[src/inc/rtc_cal_pkg.sv]
package rtc_cal_pkg;

   // Register offsets (byte addresses, one aligned word each)
   localparam logic [7:0] OFF_SECOND = 8'h00;
   localparam logic [7:0] OFF_MINUTE = 8'h04;
   localparam logic [7:0] OFF_HOUR = 8'h08;
   localparam logic [7:0] OFF_WEEKDAY = 8'h0C;
   localparam logic [7:0] OFF_DATE = 8'h10;
   localparam logic [7:0] OFF_MONTH = 8'h14;
   localparam logic [7:0] OFF_YEAR = 8'h18;
   localparam logic [7:0] OFF_CONTROL = 8'h1C;
   localparam logic [7:0] OFF_PRESCALER = 8'h20;

   // Readable/writable bit masks per counter
   localparam logic [7:0] MASK_SECOND = 8'h7F;
   localparam logic [7:0] MASK_MINUTE = 8'h7F;
   localparam logic [7:0] MASK_HOUR = 8'h3F;
   localparam logic [7:0] MASK_WEEKDAY = 8'h07;
   localparam logic [7:0] MASK_DATE = 8'h3F;
   localparam logic [7:0] MASK_MONTH = 8'h1F;

   // Control register fields
   localparam int CTRL_START_BIT = 0;
   localparam int CTRL_CLEAR_BIT = 1;
   localparam logic [7:0] CTRL_RESET = 8'h00;

   // Counter limits in BCD
   localparam logic [7:0] BCD_59 = 8'h59;
   localparam logic [7:0] BCD_23 = 8'h23;
   localparam logic [7:0] BCD_12 = 8'h12;
   localparam logic [7:0] BCD_01 = 8'h01;
   localparam logic [7:0] BCD_02 = 8'h02;
   localparam logic [7:0] BCD_28 = 8'h28;
   localparam logic [7:0] BCD_29 = 8'h29;
   localparam logic [7:0] BCD_30 = 8'h30;
   localparam logic [7:0] BCD_31 = 8'h31;
   localparam logic [2:0] WEEKDAY_LAST = 3'h6;

   // Prescaler: 128 steps per second, so bit 0 squares at 64 Hz and bit 6 at 1 Hz
   localparam logic [6:0] PRESCALE_LAST = 7'h7F;
   localparam int TICK_HZ = 128;
   localparam int CLK_HZ = 50_000_000;
   localparam int TICK_CYCLES = CLK_HZ / TICK_HZ;

   // Calendar time as one carrier
   typedef struct packed {
      logic [15:0] year;
      logic [7:0] month;
      logic [7:0] date;
      logic [7:0] weekday;
      logic [7:0] hour;
      logic [7:0] minute;
      logic [7:0] second;
   } calendar_s;

   // Register port request
   typedef struct packed {
      logic [7:0] addr;
      logic [31:0] wdata;
      logic wr;
      logic rd;
   } bus_req_s;

endpackage : rtc_cal_pkg

[src/core/bcd_step.sv]
`timescale 1ns/1ps
// One BCD counter step: advance with wrap from last to first value
module bcd_step (
   input wire logic [7:0] value,
   input wire logic [7:0] last,
   input wire logic [7:0] first,
   output logic [7:0] next,
   output logic wrap
);

   ////////////////////////////////////////////////////////////////////
   // Units digit rolls into tens at nine
   always_comb begin
      wrap = (value == last);
      if (wrap) begin
         next = first;
      end else if (value[3:0] == 4'h9) begin
         next = {value[7:4] + 4'h1, 4'h0};
      end else begin
         next = {value[7:4], value[3:0] + 4'h1};
      end
   end

endmodule : bcd_step

[src/core/rtc_calendar.sv]
`timescale 1ns/1ps
// Function
// - Minute counter advances one BCD step on each minute carry, range 0-59.
// - Minute tens in bits 6:4, units in 3:0; bit 7 reads zero.
// - Hour counter advances on each hour carry, 24-hour range 0-23.
// - Hour tens in bits 5:4, units in 3:0; bits 7:6 read zero.
// - Weekday counter advances on each daily carry, cycling 0 to 6.
// - Weekday in bits 2:0, 0 Sunday to 6 Saturday; bits 7:3 zero.
// - Date counter advances on each daily carry, range 1-31 by month.
// - Date tens in bits 5:4, units in 3:0; bits 7:6 read zero.
// - Month counter advances on each monthly carry, range 1-12.
// - Month tens in bit 4, units in 3:0; bits 7:5 read zero.
// - Year is four BCD digits 0000-9999, advanced by yearly carry.
// - Year digits sit in nibbles 15:12, 11:8, 7:4, 3:0; all writable.
// - Leap year when year divisible by four; 0000 is leap.
// - Calendar counters keep their values through every reset.
// - Second counter counts 0-59 on each one-second prescaler carry.
module rtc_calendar #(
   parameter int TICK_DIV = rtc_cal_pkg::TICK_CYCLES
) (
   input wire logic clk_sys,
   input wire logic rst,
   input wire logic [7:0] addr,
   input wire logic [31:0] wdata,
   input wire logic wr,
   input wire logic rd,
   output logic [31:0] rdata,
   output logic running,
   output logic second_pulse
);

   ////////////////////////////////////////////////////////////////////
   // All state of this block
   typedef struct packed {
      rtc_cal_pkg::calendar_s cal;
      logic [6:0] prescale;
      logic [31:0] tick_cnt;
      logic [7:0] control;
      logic [31:0] rdata;
      logic second_pulse;
   } state_s;

   state_s s_q;
   state_s s_d;
   rtc_cal_pkg::bus_req_s req;

   logic tick;
   logic sec_carry;
   logic [7:0] sec_next;
   logic min_carry;
   logic [7:0] min_next;
   logic hour_carry;
   logic [7:0] hour_next;
   logic [7:0] wk_next;
   logic wk_wrap;
   logic date_carry;
   logic [7:0] date_next;
   logic [7:0] date_last;
   logic mon_carry;
   logic [7:0] mon_next;
   logic [3:0] yr_next [4];
   logic [3:0] yr_wrap;
   logic leap;
   logic start;
   logic [2:0] leap_sum;
   logic min_step;
   logic hour_step;
   logic day_step;
   logic mon_step;
   logic year_step;

   assign req = '{addr: addr, wdata: wdata, wr: wr, rd: rd};
   assign start = s_q.control[rtc_cal_pkg::CTRL_START_BIT];

   ////////////////////////////////////////////////////////////////////
   // Prescaler step enable, twice the rate of its 64 Hz bit
   // A halted divider keeps its phase; the clear bit restarts it
   assign tick = start && (s_q.tick_cnt == 32'(TICK_DIV - 1));

   assign sec_carry = tick && (s_q.prescale == rtc_cal_pkg::PRESCALE_LAST);

   ////////////////////////////////////////////////////////////////////
   // BCD steps; carries only ripple where the lower counter wrapped
   // wrap at maximum
   // Second wraps 59 to 00 and feeds the minute carry
   bcd_step u_sec (
      .value(s_q.cal.second),
      .last(rtc_cal_pkg::BCD_59),
      .first(8'h00),
      .next(sec_next),
      .wrap()
   );

   bcd_step u_min (
      .value(s_q.cal.minute),
      .last(rtc_cal_pkg::BCD_59),
      .first(8'h00),
      .next(min_next),
      .wrap(min_carry)
   );

   bcd_step u_hour (
      .value(s_q.cal.hour),
      .last(rtc_cal_pkg::BCD_23),
      .first(8'h00),
      .next(hour_next),
      .wrap(hour_carry)
   );

   bcd_step u_mon (
      .value(s_q.cal.month),
      .last(rtc_cal_pkg::BCD_12),
      .first(rtc_cal_pkg::BCD_01),
      .next(mon_next),
      .wrap(mon_carry)
   );

   bcd_step u_date (
      .value(s_q.cal.date),
      .last(date_last),
      .first(rtc_cal_pkg::BCD_01),
      .next(date_next),
      .wrap(date_carry)
   );

   // divisible by four
   // Tens parity decides: 10*t + u is a multiple of 4 iff (2t + u) is
   // Century digits never matter, so 2100 counts as leap as well
   assign leap_sum = {1'b0, s_q.cal.year[4], 1'b0} + {1'b0, s_q.cal.year[1:0]};
   assign leap = (leap_sum[1:0] == 2'h0);

   // Last day of current month
   // Month codes outside 1-12 are illegal; they fall back to 31 days
   always_comb begin
      unique case (s_q.cal.month)
         8'h01: date_last = rtc_cal_pkg::BCD_31;
         8'h02: date_last = leap ? rtc_cal_pkg::BCD_29 : rtc_cal_pkg::BCD_28;
         8'h03: date_last = rtc_cal_pkg::BCD_31;
         8'h04: date_last = rtc_cal_pkg::BCD_30;
         8'h05: date_last = rtc_cal_pkg::BCD_31;
         8'h06: date_last = rtc_cal_pkg::BCD_30;
         8'h07: date_last = rtc_cal_pkg::BCD_31;
         8'h08: date_last = rtc_cal_pkg::BCD_31;
         8'h09: date_last = rtc_cal_pkg::BCD_30;
         8'h10: date_last = rtc_cal_pkg::BCD_31;
         8'h11: date_last = rtc_cal_pkg::BCD_30;
         8'h12: date_last = rtc_cal_pkg::BCD_31;
         default: date_last = rtc_cal_pkg::BCD_31;
      endcase
   end

   assign wk_wrap = (s_q.cal.weekday[2:0] == rtc_cal_pkg::WEEKDAY_LAST);
   assign wk_next = wk_wrap ? 8'h00 : {5'h00, s_q.cal.weekday[2:0] + 3'h1};

   genvar g;
   generate
      for (g = 0; g < 4; g++) begin : g_year
         assign yr_wrap[g] = (s_q.cal.year[g*4 +: 4] == 4'h9);
         assign yr_next[g] = yr_wrap[g] ? 4'h0 : s_q.cal.year[g*4 +: 4] + 4'h1;
      end
   endgenerate

   ////////////////////////////////////////////////////////////////////
   // Carry chain: a counter steps only when every counter below wraps
   // minute on second wrap
   assign min_step = sec_carry && (s_q.cal.second == rtc_cal_pkg::BCD_59);
   assign hour_step = min_step && min_carry;
   // weekday and date share the daily carry
   assign day_step = hour_step && hour_carry;
   assign mon_step = day_step && date_carry;
   assign year_step = mon_step && mon_carry;

   ////////////////////////////////////////////////////////////////////
   // Next-state logic: counting, register writes, read data
   always_comb begin
      s_d = s_q;
      s_d.second_pulse = 1'b0;
      s_d.rdata = 32'h0000_0000;
      // Divider runs only while started
      if (start) begin
         s_d.tick_cnt = tick ? 32'h0000_0000 : s_q.tick_cnt + 32'h1;
      end
      if (tick) begin
         s_d.prescale = s_q.prescale + 7'h01;
      end
      if (sec_carry) begin
         s_d.second_pulse = 1'b1;
         s_d.cal.second = sec_next;
      end
      if (min_step) begin
         s_d.cal.minute = min_next;
      end
      if (hour_step) begin
         s_d.cal.hour = hour_next;
      end
      // Weekday and date move together on the daily carry
      if (day_step) begin
         s_d.cal.weekday = wk_next;
         s_d.cal.date = date_next;
      end
      if (mon_step) begin
         s_d.cal.month = mon_next;
      end
      // Year ripples digit by digit, 9999 wraps to 0000
      if (year_step) begin
         s_d.cal.year[3:0] = yr_next[0];
         if (yr_wrap[0]) begin
            s_d.cal.year[7:4] = yr_next[1];
         end
         if (yr_wrap[0] && yr_wrap[1]) begin
            s_d.cal.year[11:8] = yr_next[2];
         end
         if (&yr_wrap[2:0]) begin
            s_d.cal.year[15:12] = yr_next[3];
         end
      end
      // writes win over counting; software halts first
      if (req.wr) begin
         unique case (req.addr)
            rtc_cal_pkg::OFF_SECOND:
               s_d.cal.second = req.wdata[7:0] & rtc_cal_pkg::MASK_SECOND;
            rtc_cal_pkg::OFF_MINUTE:
               s_d.cal.minute = req.wdata[7:0] & rtc_cal_pkg::MASK_MINUTE;
            rtc_cal_pkg::OFF_HOUR:
               s_d.cal.hour = req.wdata[7:0] & rtc_cal_pkg::MASK_HOUR;
            rtc_cal_pkg::OFF_WEEKDAY:
               s_d.cal.weekday = req.wdata[7:0] & rtc_cal_pkg::MASK_WEEKDAY;
            rtc_cal_pkg::OFF_DATE:
               s_d.cal.date = req.wdata[7:0] & rtc_cal_pkg::MASK_DATE;
            rtc_cal_pkg::OFF_MONTH:
               s_d.cal.month = req.wdata[7:0] & rtc_cal_pkg::MASK_MONTH;
            rtc_cal_pkg::OFF_YEAR:
               s_d.cal.year = req.wdata[15:0];
            rtc_cal_pkg::OFF_CONTROL: begin
               s_d.control = {6'h00, 1'b0, req.wdata[rtc_cal_pkg::CTRL_START_BIT]};
               // Clear is a strobe, never stored; reads show the start bit only
               // Clear bit restarts the sub-second divider
               if (req.wdata[rtc_cal_pkg::CTRL_CLEAR_BIT]) begin
                  s_d.prescale = 7'h00;
                  s_d.tick_cnt = 32'h0000_0000;
               end
            end
            default: begin
            end
         endcase
      end
      // Read data, unmapped reads return zero
      if (req.rd) begin
         unique case (req.addr)
            rtc_cal_pkg::OFF_SECOND: s_d.rdata = {24'h0, s_q.cal.second};
            rtc_cal_pkg::OFF_MINUTE: s_d.rdata = {24'h0, s_q.cal.minute};
            rtc_cal_pkg::OFF_HOUR: s_d.rdata = {24'h0, s_q.cal.hour};
            rtc_cal_pkg::OFF_WEEKDAY: s_d.rdata = {24'h0, s_q.cal.weekday};
            rtc_cal_pkg::OFF_DATE: s_d.rdata = {24'h0, s_q.cal.date};
            rtc_cal_pkg::OFF_MONTH: s_d.rdata = {24'h0, s_q.cal.month};
            rtc_cal_pkg::OFF_YEAR: s_d.rdata = {16'h0, s_q.cal.year};
            rtc_cal_pkg::OFF_CONTROL: s_d.rdata = {24'h0, s_q.control};
            rtc_cal_pkg::OFF_PRESCALER: s_d.rdata = {25'h0, s_q.prescale};
            default: s_d.rdata = 32'h0000_0000;
         endcase
      end
   end

   ////////////////////////////////////////////////////////////////////
   // reset leaves calendar and prescaler untouched
   // Only control, the divider count and bus outputs have reset values
   always_ff @(posedge clk_sys) begin
      s_q <= s_d;
      if (rst) begin
         s_q.control <= rtc_cal_pkg::CTRL_RESET;
         s_q.tick_cnt <= 32'h0000_0000;
         s_q.rdata <= 32'h0000_0000;
         s_q.second_pulse <= 1'b0;
      end
   end

   // Outputs come straight from the state register
   assign rdata = s_q.rdata;
   assign running = s_q.control[rtc_cal_pkg::CTRL_START_BIT];
   assign second_pulse = s_q.second_pulse;

endmodule : rtc_calendar

[config.mk]
export PLATFORM = sky130hd
export DESIGN_NAME = rtc_calendar
export DESIGN_NICKNAME = d
export VERILOG_FILES = /design/src/inc/rtc_cal_pkg.sv /design/src/core/bcd_step.sv /design/src/core/rtc_calendar.sv
export SDC_FILE = /design/constraint.sdc
export NUM_CORES = 1
export LEC_CHECK = 0
export BUFFER_PORTS_ARGS = -buffer_cell sky130_fd_sc_hd__buf_4
export CAP_MARGIN = 20
export CORE_MARGIN = 2
export CORE_UTILIZATION = 40
export DETAILED_ROUTE_END_ITERATION = 8
export GPL_TIMING_DRIVEN = 0
export HOLD_SLACK_MARGIN = 0.05
export PLACE_DENSITY_LB_ADDON = 0.1
export REMOVE_ABC_BUFFERS = 1
export SLEW_MARGIN = 20
export SYNTH_ARGS = -nofsm -noshare
export SYNTH_HDL_FRONTEND = slang
export SYNTH_SLANG_ARGS = --single-unit
export TNS_END_PERCENT = 100
[constraint.sdc]
create_clock -name clk_sys -period 3.8 [get_ports clk_sys]
set_input_delay 0.76 -clock clk_sys [delete_from_list [all_inputs] [get_ports clk_sys]]
set_output_delay 0.76 -clock clk_sys [all_outputs]
set_load 0.02 [all_outputs]
Word-level counts from Yosys, hierarchy flattened
Cells that the tools add are included.
- bits in registers: 137
- bits in latches: 0
- RAM bits: 0
- ROM bits: 0
- input bits: 44
- output and inout port bits: 34
- logic and storage cells: 116
- memories kept: 0
- $add $sub $neg: 18
- multipliers: 0
- divide/modulo/power cells: 0
- $lt $le $gt $ge: 0
- equal/unequal tests: 30
- shift-type cells: 0
- mux-type cells: 41
- bitwise gates (word level): 1
- reductions and logical operators: 14
- operator list (cell ; count):
    2-to-1 mux 8 bit ; 20
    one-hot mux 16 bit (9 select lines) ; 1
    2-to-1 mux 111 bit ; 1
    2-to-1 mux 32 bit ; 2
    adder 4 x 1 -> 4 bit, second input constant ; 14
    == test 8 x 5 -> 1 bit, second input constant ; 6
    2-to-1 mux 16 bit ; 3
    2-to-1 mux 47 bit ; 1
    2-to-1 mux 39 bit ; 1
    == test 4 bit, second input constant ; 9
    adder 32 x 1 -> 32 bit, second input constant ; 1
    == test 32 x 19 -> 1 bit, second input constant ; 1
    2-to-1 mux 4 bit ; 7
    == test 8 x 3 -> 1 bit, second input constant ; 3
    == test 8 x 4 -> 1 bit, second input constant ; 3
    == test 8 x 6 -> 1 bit, second input constant ; 2
    == test 8 x 7 -> 1 bit, second input constant ; 2
    one-hot mux 5 bit (2 select lines) ; 1
    == test 8 x 2 -> 1 bit, second input constant ; 1
    == test 8 x 6 -> 1 bit ; 1
    logical AND 1 bit ; 8
    logical NOT 8 bit ; 1
    adder 7 x 1 -> 7 bit, second input constant ; 1
    == test 7 bit, second input constant ; 1
    other kinds (12) ; 13

Depth between registers and ports, before layout
Gate-level depths: netlist of run 1.
- word-level depth: 11
- depth in mapped cells: 11
- gate-level depth less buffers: 9

Modules after synthesis
Synthesis of run 1 repeated with hierarchy kept, for this count alone.
- cells, all modules: 969
- area total of the unflattened synthesis: 7947.6 um^2
- by module, submodules not included (module ; instances ; cells an instance ; area each (um^2)):
    rtc_calendar ; 1 ; 779 ; 6346.1
    bcd_step ; 5 ; 38 ; 320.3

Worst setup path before layout of run 1
Ideal clock, no wire load.
- path kind: in2reg
- start point: input port addr[3]
- end point: register, netlist name rdata[0]
- setup time: 74 ps
- data arrival time: 2546 ps
- path slack: 1180 ps
- stages: 8
- buffers on the path: 3
- cell sequence: clkbuf_1 > nor4_1 > and4b_1 > clkbuf_1 > a21oi_1 > or3b_2 > clkbuf_1 > a31oi_1
- word-level cells in the longest chain between the ends: 2
- elaborated cells between the ends (all ways): 10
- those cells by class: eq/ne (8); mux (1); reduce/logical (1)
- RTL lines (what ; line ; text):
    start, declared ; rtc_calendar.sv:23 ; input wire logic [7:0] addr,
    == test 8 x 6 -> 1 bit (tied with other cells) ; rtc_calendar.sv:249 ; unique case (req.addr)
    one-hot mux 16 bit (9 select lines) * ; rtc_calendar.sv:249 ;
Every way passes the cells marked *; elsewhere a longest branch is shown, timed or not.
A chain may end at the register's enable or synchronous reset.

Worst setup path after layout of run 1
- start point: input port addr[5]
- end point: register s_q[53] in the netlist's numbering
- word-level cells in the longest chain between the ends: 3
- RTL lines (what ; line ; text):
    == test 8 x 5 -> 1 bit ; rtc_calendar.sv:219 ; unique case (req.addr)
    2-to-1 mux 47 bit ; rtc_calendar.sv:219 ;
    2-to-1 mux 111 bit ; rtc_calendar.sv:218 ; if (req.wr) begin
    end, declared ; rtc_calendar.sv:43 ; state_s s_q;
Every way passes these cells.

==> impl_metrics.env, run 1 <==
export IMPL_cp_required_ns=4.07
export IMPL_synthAdderAreaFrac_pct=3.88
export IMPL_critPathKind="in2reg"
export IMPL_synthToLayoutAreaGrowth_pct=14.2
export IMPL_synth_top_family_by_area="simple AND/OR/NAND/NOR gates"
export IMPL_synth_compound_area_share_pct=14.0
export IMPL_cap_violations=0
export IMPL_routabilityCongestion=0.896
export IMPL_die_x_microns=134
export IMPL_grt_pass1_vias=5592
export IMPL_grt_overflow_total=0
export IMPL_irDropWorstVdd_v=0.000320
export IMPL_cts_root_buf="clkbuf_16"
export IMPL_routed_wl_microns=19200
export IMPL_track_usage_pct=21.8
export IMPL_fmax_mhz=313
export IMPL_clockBufferDepth=2
export IMPL_fin_util_pct=46.7
export IMPL_wl_per_cell_microns=17.8
export IMPL_synth_edf_count=0
export IMPL_startpoint_type="input pin"
export IMPL_postCtsSetupBuffers=0
export IMPL_final_nets=909
export IMPL_power_density_nw_per_um2=446
export IMPL_critical_path_max_fanout=30
export IMPL_synthTopCellsByCount="121 x dfxtp_1, 104 x nor2_1, 67 x nand2_1, 36 x nand3_1, 36 x o21ai_0"
export IMPL_io_pins=78
export IMPL_clock_latency_ns=0.42
export IMPL_synthFlopType="dfxtp_1"
export IMPL_tightest_slew_ns=1.04
export IMPL_syn_area_sq_um=6780
export IMPL_postSynthCellCount=833
export IMPL_synth_seq_area_share_pct=35.7
export IMPL_crit_arrival_ns=3.46
export IMPL_die_h_microns=134
export IMPL_cts_sinks=121
export IMPL_fin_crit_ns=3.19
export IMPL_synth_xor_area_share_pct=6.98
export IMPL_grt_max_degree=31
export IMPL_cts_hold_fix_buffers=0
export IMPL_worstSetupEndpointType="flop"
export IMPL_tns_ns=0
export IMPL_antenna_found_initial=0
export IMPL_hold_ws_ns=0.485
export IMPL_die_area_sq_um=18000
export IMPL_grt_pass1_wl_microns=30400
export IMPL_first_iter_violations=527
export IMPL_antenna_cells=0
export IMPL_period_share_pct=84.0
export IMPL_synthMuxAreaShare_pct=1.62
export IMPL_finalHoldViolations=0
export IMPL_synth_largest_area_cell="dfxtp_1"
export IMPL_drc_errors=0
export IMPL_outcome="finished clean"
export IMPL_drtPass1Iterations=6
export IMPL_drv_slew=0
export IMPL_fp_coreArea_sq_um=16600
export IMPL_ys_types=64
export IMPL_start_util_pct=40.9
export IMPL_yosys_area_share_simple_pct=30.2
export IMPL_relSlewSlack_pct=30.7
export IMPL_synth_ff_latch_count=121
export IMPL_ys_warn_count=0
export IMPL_via_count=6075
export IMPL_htreeDepth=4
export IMPL_synth_area_top_cells="dfxtp_1 36%, nor2_1 5.8%, xor2_1 4.1%"
export IMPL_syn_avg_cell_area_sq_um=8.14
export IMPL_async_flop_share_pct=0
export IMPL_setup_viol=0
export IMPL_synth_top_cell_area_share_pct=35.7
export IMPL_cts_tree="yes"
export IMPL_clkTransAtPathRegs_ns=0.06
export IMPL_ant_nets=0
export IMPL_ctsResizeCount=0
export IMPL_layout_drive_gt1_share_pct=11.1
export IMPL_yosysMostFrequentCell="dfxtp_1"
export IMPL_portBuffers=45
export IMPL_routed_via_density=5.64
export IMPL_grt_setup_unrepaired="false"
export IMPL_finalClockSkew_ns=0.0106
export IMPL_p_leak_nw=3.08
export IMPL_rows=47
export IMPL_cts_buffers=17
export IMPL_dpl_hpwl_microns=13900
export IMPL_hold_class="reg2reg"
[final cells by class]
type,count,area [sq um]
clock buffers,18,439
multi-input cells,628,3900
repair buffers,45,338
clock inverters,14,245
inverters,31,116
well taps,220,275
fillers,1636,8840
flip-flops and latches,121,2420
[logic make-up (layout without fill, tap and decap cells)]
family | Yosys count | after routing
fa+ha+maj | 21 | 21
other cells | 1 | 16
compound gates | 149 | 149
buf+inv | 99 | 108
xor+xnor | 54 | 54
mux | 11 | 11
flops | 121 | 121
simple gates | 377 | 377
[path summary, 6_finish.rpt]
path	cells after the start	slack [ns]	from	end
worst max-delay path	7	0.61	addr[5]	s_q[53]
worst min-delay path	1	0.49	s_q[109]	s_q[109]
worst max register to register	8	0.62	s_q[74]	s_q[141]
worst min register to register	1	0.49	s_q[109]	s_q[109]
[placed cells by master (no fill, tap or decap), types with 8 or more instances in the layout]
master     instances
a21oi_1           35
nor2_1           104
o21ai_0           36
nor3_1            21
clkbuf_16         17
xnor2_1           22
nand2_1           67
a22oi_1            8
and2_1            13
mux2i_1           11
xor2_1            32
dfxtp_1          121
nand3_1           36
conb_1            16
or3_1             10
and3_1            17
buf_4             45
a222oi_1           8
nor4_1            12
inv_1             31
ha_1              21
a31oi_1           25
nand4_1           23
[per-stage QoR]
stage	instances	setup WS (ns)	power, mW	area, sq um
after floorplan	780	1.01	1.50	6440
after global placement	1045	0.233	1.58	7060
after detailed placement	1045	0.133	1.59	7060
after CTS	1077	0.562	3.47	7740
after global routing	1077	0.320	3.57	7740
final	1077	0.608	3.45	7740
[power breakdown]
group / total, mW / internal (mW) / leakage (nW) / switching, mW
logic: 0.185 / 0.0816 / 1.78 / 0.103
clock network: 1.89 / 1.25 / 0.319 / 0.637
registers: 1.38 / 1.31 / 0.982 / 0.0714
[critical path, cell delays in order]
cell and delay [ns]:
buf_4 0.12, nor4b_1 0.47, nand3_1 0.21, or2_2 0.35
nor2_1 0.51, or3_1 0.89, nor2_1 0.13
[routing by layer]
metal,part of all wire (%),GRT usage (%),vias up
li1,-,-,2961
met1,47,29.9,2871
met2,45,33.7,212
met3,5.6,4.08,31
met4,2.3,8.77,0
met5,0,0,-
[flip-flops by register name, summed over array words and instances (netlist names)]
signal,count
rdata,16
running,1
s_q,103
second_pulse,1
Power figures use the tool's default switching activity.
==> run 2: changes to the inputs <==
--- a/config.mk
+++ b/config.mk
@@ -5,6 +5,7 @@
 export SDC_FILE = /design/constraint.sdc
 export NUM_CORES = 1
 export LEC_CHECK = 0
+export ABC_AREA = 1
 export BUFFER_PORTS_ARGS = -buffer_cell sky130_fd_sc_hd__buf_4
 export CAP_MARGIN = 20
 export CORE_MARGIN = 2
==> constraint.sdc (replaced) <==
create_clock -name clk_sys -period 3 [get_ports clk_sys]
set_input_delay 0.6 -clock clk_sys [delete_from_list [all_inputs] [get_ports clk_sys]]
set_output_delay 0.6 -clock clk_sys [all_outputs]
set_load 0.02 [all_outputs]
==> run 2 against run 1 <==
Via count grew 18%. Total power grew 15%. Die area grew 9.7%. Clock power grew 7%. Combinational power grew 35%. First-iteration DRC count shrank 17%. Critical path type is now reg2reg.
==> impl_metrics.env, run 2 <==
export IMPL_finalHoldViolations=0
export IMPL_p_total_mw=3.98
export IMPL_rr_endpoint="s_q[127]"
export IMPL_htreeDepth=4
export IMPL_path_cells="inv_2 -> nor3_2 -> nand3_2 -> nor2_8 -> nand4_4 -> nor2_8 -> nand3_4 -> nand2_1 -> nand3b_1 -> inv_1"
export IMPL_grt_setup_unrepaired="false"
export IMPL_startpoint_type="flop"
export IMPL_period_share_pct=89.4
export IMPL_synth_top_cell_area_share_pct=32.5
export IMPL_clkTransAtPathRegs_ns=0.06
export IMPL_synth_seq_area_share_pct=32.5
export IMPL_antenna_found_initial=0
export IMPL_die_h_microns=141
export IMPL_yosysMostFrequentCell="nand2_1"
export IMPL_start_util_pct=41.1
export IMPL_crit_path_top_delay_cell="dfxtp_1"
export IMPL_clock_latency_ns=0.43
export IMPL_grt_overflow_total=0
export IMPL_layout_drive_gt1_share_pct=10.1
export IMPL_setup_viol=0
export IMPL_slowest_delay_ns=0.58
export IMPL_portBuffers=45
export IMPL_die_x_microns=141
export IMPL_clockBufferDepth=2
export IMPL_cts_hold_fix_buffers=0
export IMPL_postSynthCellCount=1119
export IMPL_reg2reg_depth=10
export IMPL_cp_required_ns=3.32
export IMPL_wl_per_cell_microns=15.1
export IMPL_dp_worst_setup_slack_ns=-0.388
export IMPL_tightest_slew_ns=0.778
export IMPL_grt_pass1_wl_microns=33800
export IMPL_cts_buffers=17
export IMPL_min_to="second_pulse"
export IMPL_timing_rr_start="running"
export IMPL_dpl_instance_area_sq_um=7810
export IMPL_fin_area_sq_um=8410
export IMPL_synth_area_top_cells="dfxtp_1 32%, nand2_1 11%, inv_1 9.0%"
export IMPL_ys_warn_count=0
export IMPL_place_inst=1361
export IMPL_via_count=7148
export IMPL_relSlewSlack_pct=48.0
export IMPL_fill_cells=1915
export IMPL_routed_via_density=5.13
export IMPL_fmax_mhz=373
export IMPL_final_nets=1217
export IMPL_largest_register_ffs=103
export IMPL_irDropWorstVdd_v=0.000354
export IMPL_ant_nets=0
export IMPL_routed_wl_microns=21000
export IMPL_cts_tree="yes"
export IMPL_syn_avg_cell_area_sq_um=6.67
export IMPL_max_flop_register="s_q"
export IMPL_synth_ff_latch_count=121
export IMPL_critPathKind="reg2reg"
export IMPL_critical_path_max_fanout=25
export IMPL_worst_path_most_repeated_cell="nor2_8"
export IMPL_track_usage_pct=21.6
export IMPL_die_area_sq_um=19800
export IMPL_drv_slew=0
export IMPL_worst_path_stages=10
export IMPL_synthToLayoutAreaGrowth_pct=12.8
export IMPL_finalClockSkew_ns=0.0104
export IMPL_syn_area_sq_um=7460
export IMPL_worstHoldStart="rst"
export IMPL_cp_top_family="simple AND/OR/NAND/NOR gates"
export IMPL_cts_root_buf="clkbuf_16"
export IMPL_synthFlopType="dfxtp_1"
export IMPL_drc_errors=0
export IMPL_final_cell_mix="224 x nand2_1, 177 x inv_1, 121 x dfxtp_1"
export IMPL_fp_coreArea_sq_um=18100
export IMPL_routabilityCongestion=0.929
export IMPL_rows=49
export IMPL_reg_top3="s_q (103), rdata (16)"
export IMPL_final_common_cell="nand2_1"
export IMPL_worst_slack_ns=0.318
export IMPL_p_leak_nw=3.94
export IMPL_path_buf_inv=2
export IMPL_hold_class="in2reg"
export IMPL_grt_max_degree=28
export IMPL_antenna_cells=0
export IMPL_fin_cells=1394
export IMPL_grt_pass1_vias=6664
export IMPL_first_iter_violations=436
export IMPL_rrSetupSlack_ns=0.32
export IMPL_cap_violations=0
export IMPL_synth_edf_count=0
export IMPL_outcome="finished clean"
export IMPL_dpl_hpwl_microns=15500
export IMPL_fin_crit_ns=2.68
export IMPL_crit_arrival_ns=3.00
export IMPL_synth_largest_area_cell="dfxtp_1"
export IMPL_worstSetupEndpointType="flop"
export IMPL_postCtsSetupBuffers=0
export IMPL_hold_depth=2
export IMPL_power_density_nw_per_um2=473
export IMPL_drtPass1Iterations=5
export IMPL_synthTopCellsByCount="225 x nand2_1, 178 x inv_1, 121 x dfxtp_1, 117 x nor2_1, 82 x nand3_1"
export IMPL_ys_types=48
export IMPL_io_pins=78
export IMPL_async_flop_share_pct=0
export IMPL_cts_sinks=121
[run 2: power by group]
part | internal, mW | switching [mW] | leakage (nW)
Combinational | 0.0916 | 0.158 | 2.67
Clock | 1.26 | 0.778 | 0.288
Sequential | 1.65 | 0.0481 | 0.980
Total | 3.00 | 0.985 | 3.94
[run 2: metrics by stage]
| stage | hold WS [ns] | setup TNS, ns | utilization, % |
|---|---|---|---|
| 3_5_place_dp | 0.434 | -6.80 | 43.0 |
| 6_report | 0.401 | 0 | 46.3 |
| 3_3_place_gp | 0.431 | -6.27 | 43.0 |
| 5_1_grt | 0.392 | 0 | 46.3 |
| 2_1_floorplan | 0.412 | 0 | - |
| 4_1_cts | 0.390 | 0 | 46.2 |
[run 2: kinds of logic after synthesis]
group | count (synthesis) | share of synthesized area, %
flip-flops | 121 | 32.5
XOR/XNOR | 26 | 3.05
other | 1 | 0.0503
AO/OA/AOI/OAI | 153 | 11.7
buffers and inverters | 234 | 13.8
adder cells (fa/ha/maj) | 21 | 3.52
AND/OR/NAND/NOR | 563 | 35.3
[run 2: what timing repair did]
item	4_1_cts	5_1_grt
resized for setup	0	4
endpoints found under the hold margin	0	0
endpoints found under the setup margin	0	17
[run 2: how the worst max path moves through the flow]
stage | start | endpoint | slack (ns)
global route | s_q[125] | s_q[142] | 0.05
floorplan | addr[7] | s_q[42] | 0.69
global placement | addr[7] | s_q[42] | -0.36
finish | running | s_q[127] | 0.32
detailed placement | addr[1] | s_q[42] | -0.39
CTS | addr[1] | s_q[42] | 0.06
[run 2: layout make-up]
| type | count | area [sq um] | share of cell area (%) |
|---|---|---|---|
| Clock buffer | 19 | 453 | 5.39 |
| Clock inverter | 13 | 128 | 1.52 |
| Inverter | 187 | 706 | 8.39 |
| Multi-Input combinational cell | 779 | 4070 | 48.4 |
| Sequential cell | 121 | 2420 | 28.8 |
| Tap cell | 229 | 287 | 3.41 |
| Timing Repair Buffer | 45 | 338 | 4.02 |
| Timing Repair inverter | 1 | 7.51 | 0.0893 |
[run 2: worst reg2reg max path, stage by stage (launching register included)]
cell and delay (ns):
dfxtp_1 0.58, inv_2 0.18, nor3_2 0.20, nand3_2 0.15
nor2_8 0.24, nand4_4 0.18, nor2_8 0.40, nand3_4 0.32
nand2_1 0.18, nand3b_1 0.12, inv_1 0.04
[run 2: layer usage]
layer | part of all wire [%] | track usage [%] | up-vias | wire (microns)
met4 | 2.8 | 8.74 | 0 | 591
met1 | 48 | 28.4 | 3259 | 10000
met5 | 0 | 0 | - | 0
li1 | - | - | 3683 | -
met2 | 45 | 35.3 | 172 | 9560
met3 | 4.1 | 3.73 | 34 | 858
==> run 3: changes to the inputs <==
--- a/config.mk
+++ b/config.mk
@@ -5,7 +5,6 @@
 export SDC_FILE = /design/constraint.sdc
 export NUM_CORES = 1
 export LEC_CHECK = 0
-export ABC_AREA = 1
 export BUFFER_PORTS_ARGS = -buffer_cell sky130_fd_sc_hd__buf_4
 export CAP_MARGIN = 20
 export CORE_MARGIN = 2
==> run 3 against run 2 <==
Highest routed layer unchanged. Clock power rose by 18%. Fmax fell by 7.1%. Routed wire length shrank 8.3%. Sequential cell count is the same. Hold slack got worse by 0.019 ns. Sequential share of layout area increased by 2.2 points. Worst setup slack lost 0.20 ns. Total power increased by 9.9%. Non-clock buffer count rose by 5.
==> impl_metrics.env, run 3 (synthesized netlist as in run 1, its figures left out) <==
export IMPL_start_util_pct=40.9
export IMPL_finalClockSkew_ns=0.00957
export IMPL_first_iter_violations=525
export IMPL_die_area_sq_um=18000
export IMPL_cts_root_buf="clkbuf_16"
export IMPL_worst_slack_ns=0.113
export IMPL_dpl_instance_area_sq_um=7060
export IMPL_htreeDepth=4
export IMPL_die_x_microns=134
export IMPL_routed_wl_microns=19300
export IMPL_fin_crit_ns=2.89
export IMPL_irDropWorstVdd_v=0.000401
export IMPL_reg2reg_depth=7
export IMPL_tns_ns=0
export IMPL_clock_latency_ns=0.42
export IMPL_cts_sinks=121
export IMPL_tightest_slew_ns=0.762
export IMPL_reg_top3="s_q (103), rdata (16)"
export IMPL_finalHoldViolations=0
export IMPL_track_usage_pct=21.8
export IMPL_use_met1_pct=29.9
export IMPL_drtPass1Iterations=7
export IMPL_grt_overflow_total=0
export IMPL_antenna_found_initial=0
export IMPL_power_density_nw_per_um2=560
export IMPL_relSlewSlack_pct=48.7
export IMPL_hold_ws_ns=0.382
export IMPL_antenna_cells=0
export IMPL_rr_endpoint="s_q[131]"
export IMPL_critPathKind="reg2reg"
export IMPL_via_count=6129
export IMPL_critical_path_max_fanout=13
export IMPL_largest_register_ffs=103
export IMPL_cts_tree="yes"
export IMPL_cts_buffers=17
export IMPL_fin_area_sq_um=7810
export IMPL_p_total_mw=4.37
export IMPL_ant_nets=0
export IMPL_fill_cells=1634
export IMPL_p_leak_nw=3.10
export IMPL_worstHoldStart="wdata[9]"
export IMPL_routabilityCongestion=0.896
export IMPL_fin_cells=1082
export IMPL_min_to="s_q[137]"
export IMPL_period_share_pct=96.2
export IMPL_worstSetupEndpointType="flop"
export IMPL_grt_max_degree=31
export IMPL_startpoint_type="flop"
export IMPL_met3_usage_pct=4.08
export IMPL_hold_depth=3
export IMPL_clkTransAtPathRegs_ns=0.06
export IMPL_cap_violations=0
export IMPL_cp_required_ns=3.31
export IMPL_grt_pass1_wl_microns=30400
export IMPL_grt_pass1_vias=5605
export IMPL_final_cell_mix="120 x dfxtp_1, 104 x nor2_1, 67 x nand2_1"
export IMPL_cts_hold_fix_buffers=0
export IMPL_grt_util_met2_pct=33.8
export IMPL_timing_rr_start="running"
export IMPL_outcome="finished clean"
export IMPL_routed_via_density=5.66
export IMPL_grt_busiest_layer="met2"
export IMPL_max_flop_register="s_q"
export IMPL_fmax_mhz=346
export IMPL_place_inst=1045
export IMPL_setup_viol=0
export IMPL_layout_drive_gt1_share_pct=12.4
export IMPL_clockBufferDepth=2
export IMPL_hold_class="in2reg"
export IMPL_portBuffers=45
export IMPL_rrSetupSlack_ns=0.11
export IMPL_grt_setup_unrepaired="false"
export IMPL_fin_util_pct=47.1
export IMPL_wl_per_cell_microns=17.8
export IMPL_dpl_hpwl_microns=13900
export IMPL_fp_coreArea_sq_um=16600
export IMPL_drc_errors=0
export IMPL_drv_slew=0
export IMPL_io_pins=78
export IMPL_synthToLayoutAreaGrowth_pct=15.2
export IMPL_final_common_cell="dfxtp_1"
export IMPL_die_h_microns=134
export IMPL_rows=47
export IMPL_crit_arrival_ns=3.19
export IMPL_dp_worst_setup_slack_ns=-0.507
export IMPL_final_nets=914
[run 3: worst max path at each step]
| stage | from | end | slack (ns) |
|---|---|---|---|
| detailed placement | addr[5] | s_q[53] | -0.51 |
| global placement | addr[5] | s_q[69] | -0.41 |
| finish | running | s_q[131] | 0.11 |
| CTS | running | s_q[131] | 0.04 |
| global route | s_q[74] | s_q[134] | 0.01 |
| floorplan | addr[5] | s_q[43] | 0.37 |
[run 3: where the power goes]
group	internal (mW)	switching [mW]	total (mW)	leakage (nW)
clock	1.59	0.801	2.39	0.319
combinational	0.105	0.132	0.236	1.80
sequential	1.66	0.0915	1.75	0.982
[run 3: critical path, cell delays in order, from the launching register on]
cell and delay (ns):
dfxtp_2 0.50, or4b_2 0.63, nor4_2 0.30, and4bb_4 0.42, and4_1 0.37, nand3_1 0.13
mux2i_1 0.15, a211o_1 0.26
[run 3: layout make-up]
type	instances	area, sq um	area share, %
multi-input cells	628	3940	50.4
inverters	31	116	1.49
flip-flops and latches	121	2420	31.0
repair buffers	50	375	4.80
well taps	220	275	3.52
clock buffers	18	439	5.62
clock inverters	14	245	3.14
[run 3: per-layer routing]
layer	up-vias	routed length [microns]	share of wire [%]
met1	2903	9070	47
met2	211	8630	45
met5	-	0	0
met4	0	457	2.4
met3	33	1120	5.8
li1	2982	-	-
[run 3: repair_timing]
action                     in CTS  in global routing
resized for setup               4                  6
setup endpoints to repair      41                 16
pin swaps                       1                  2
setup buffers                   1                  4
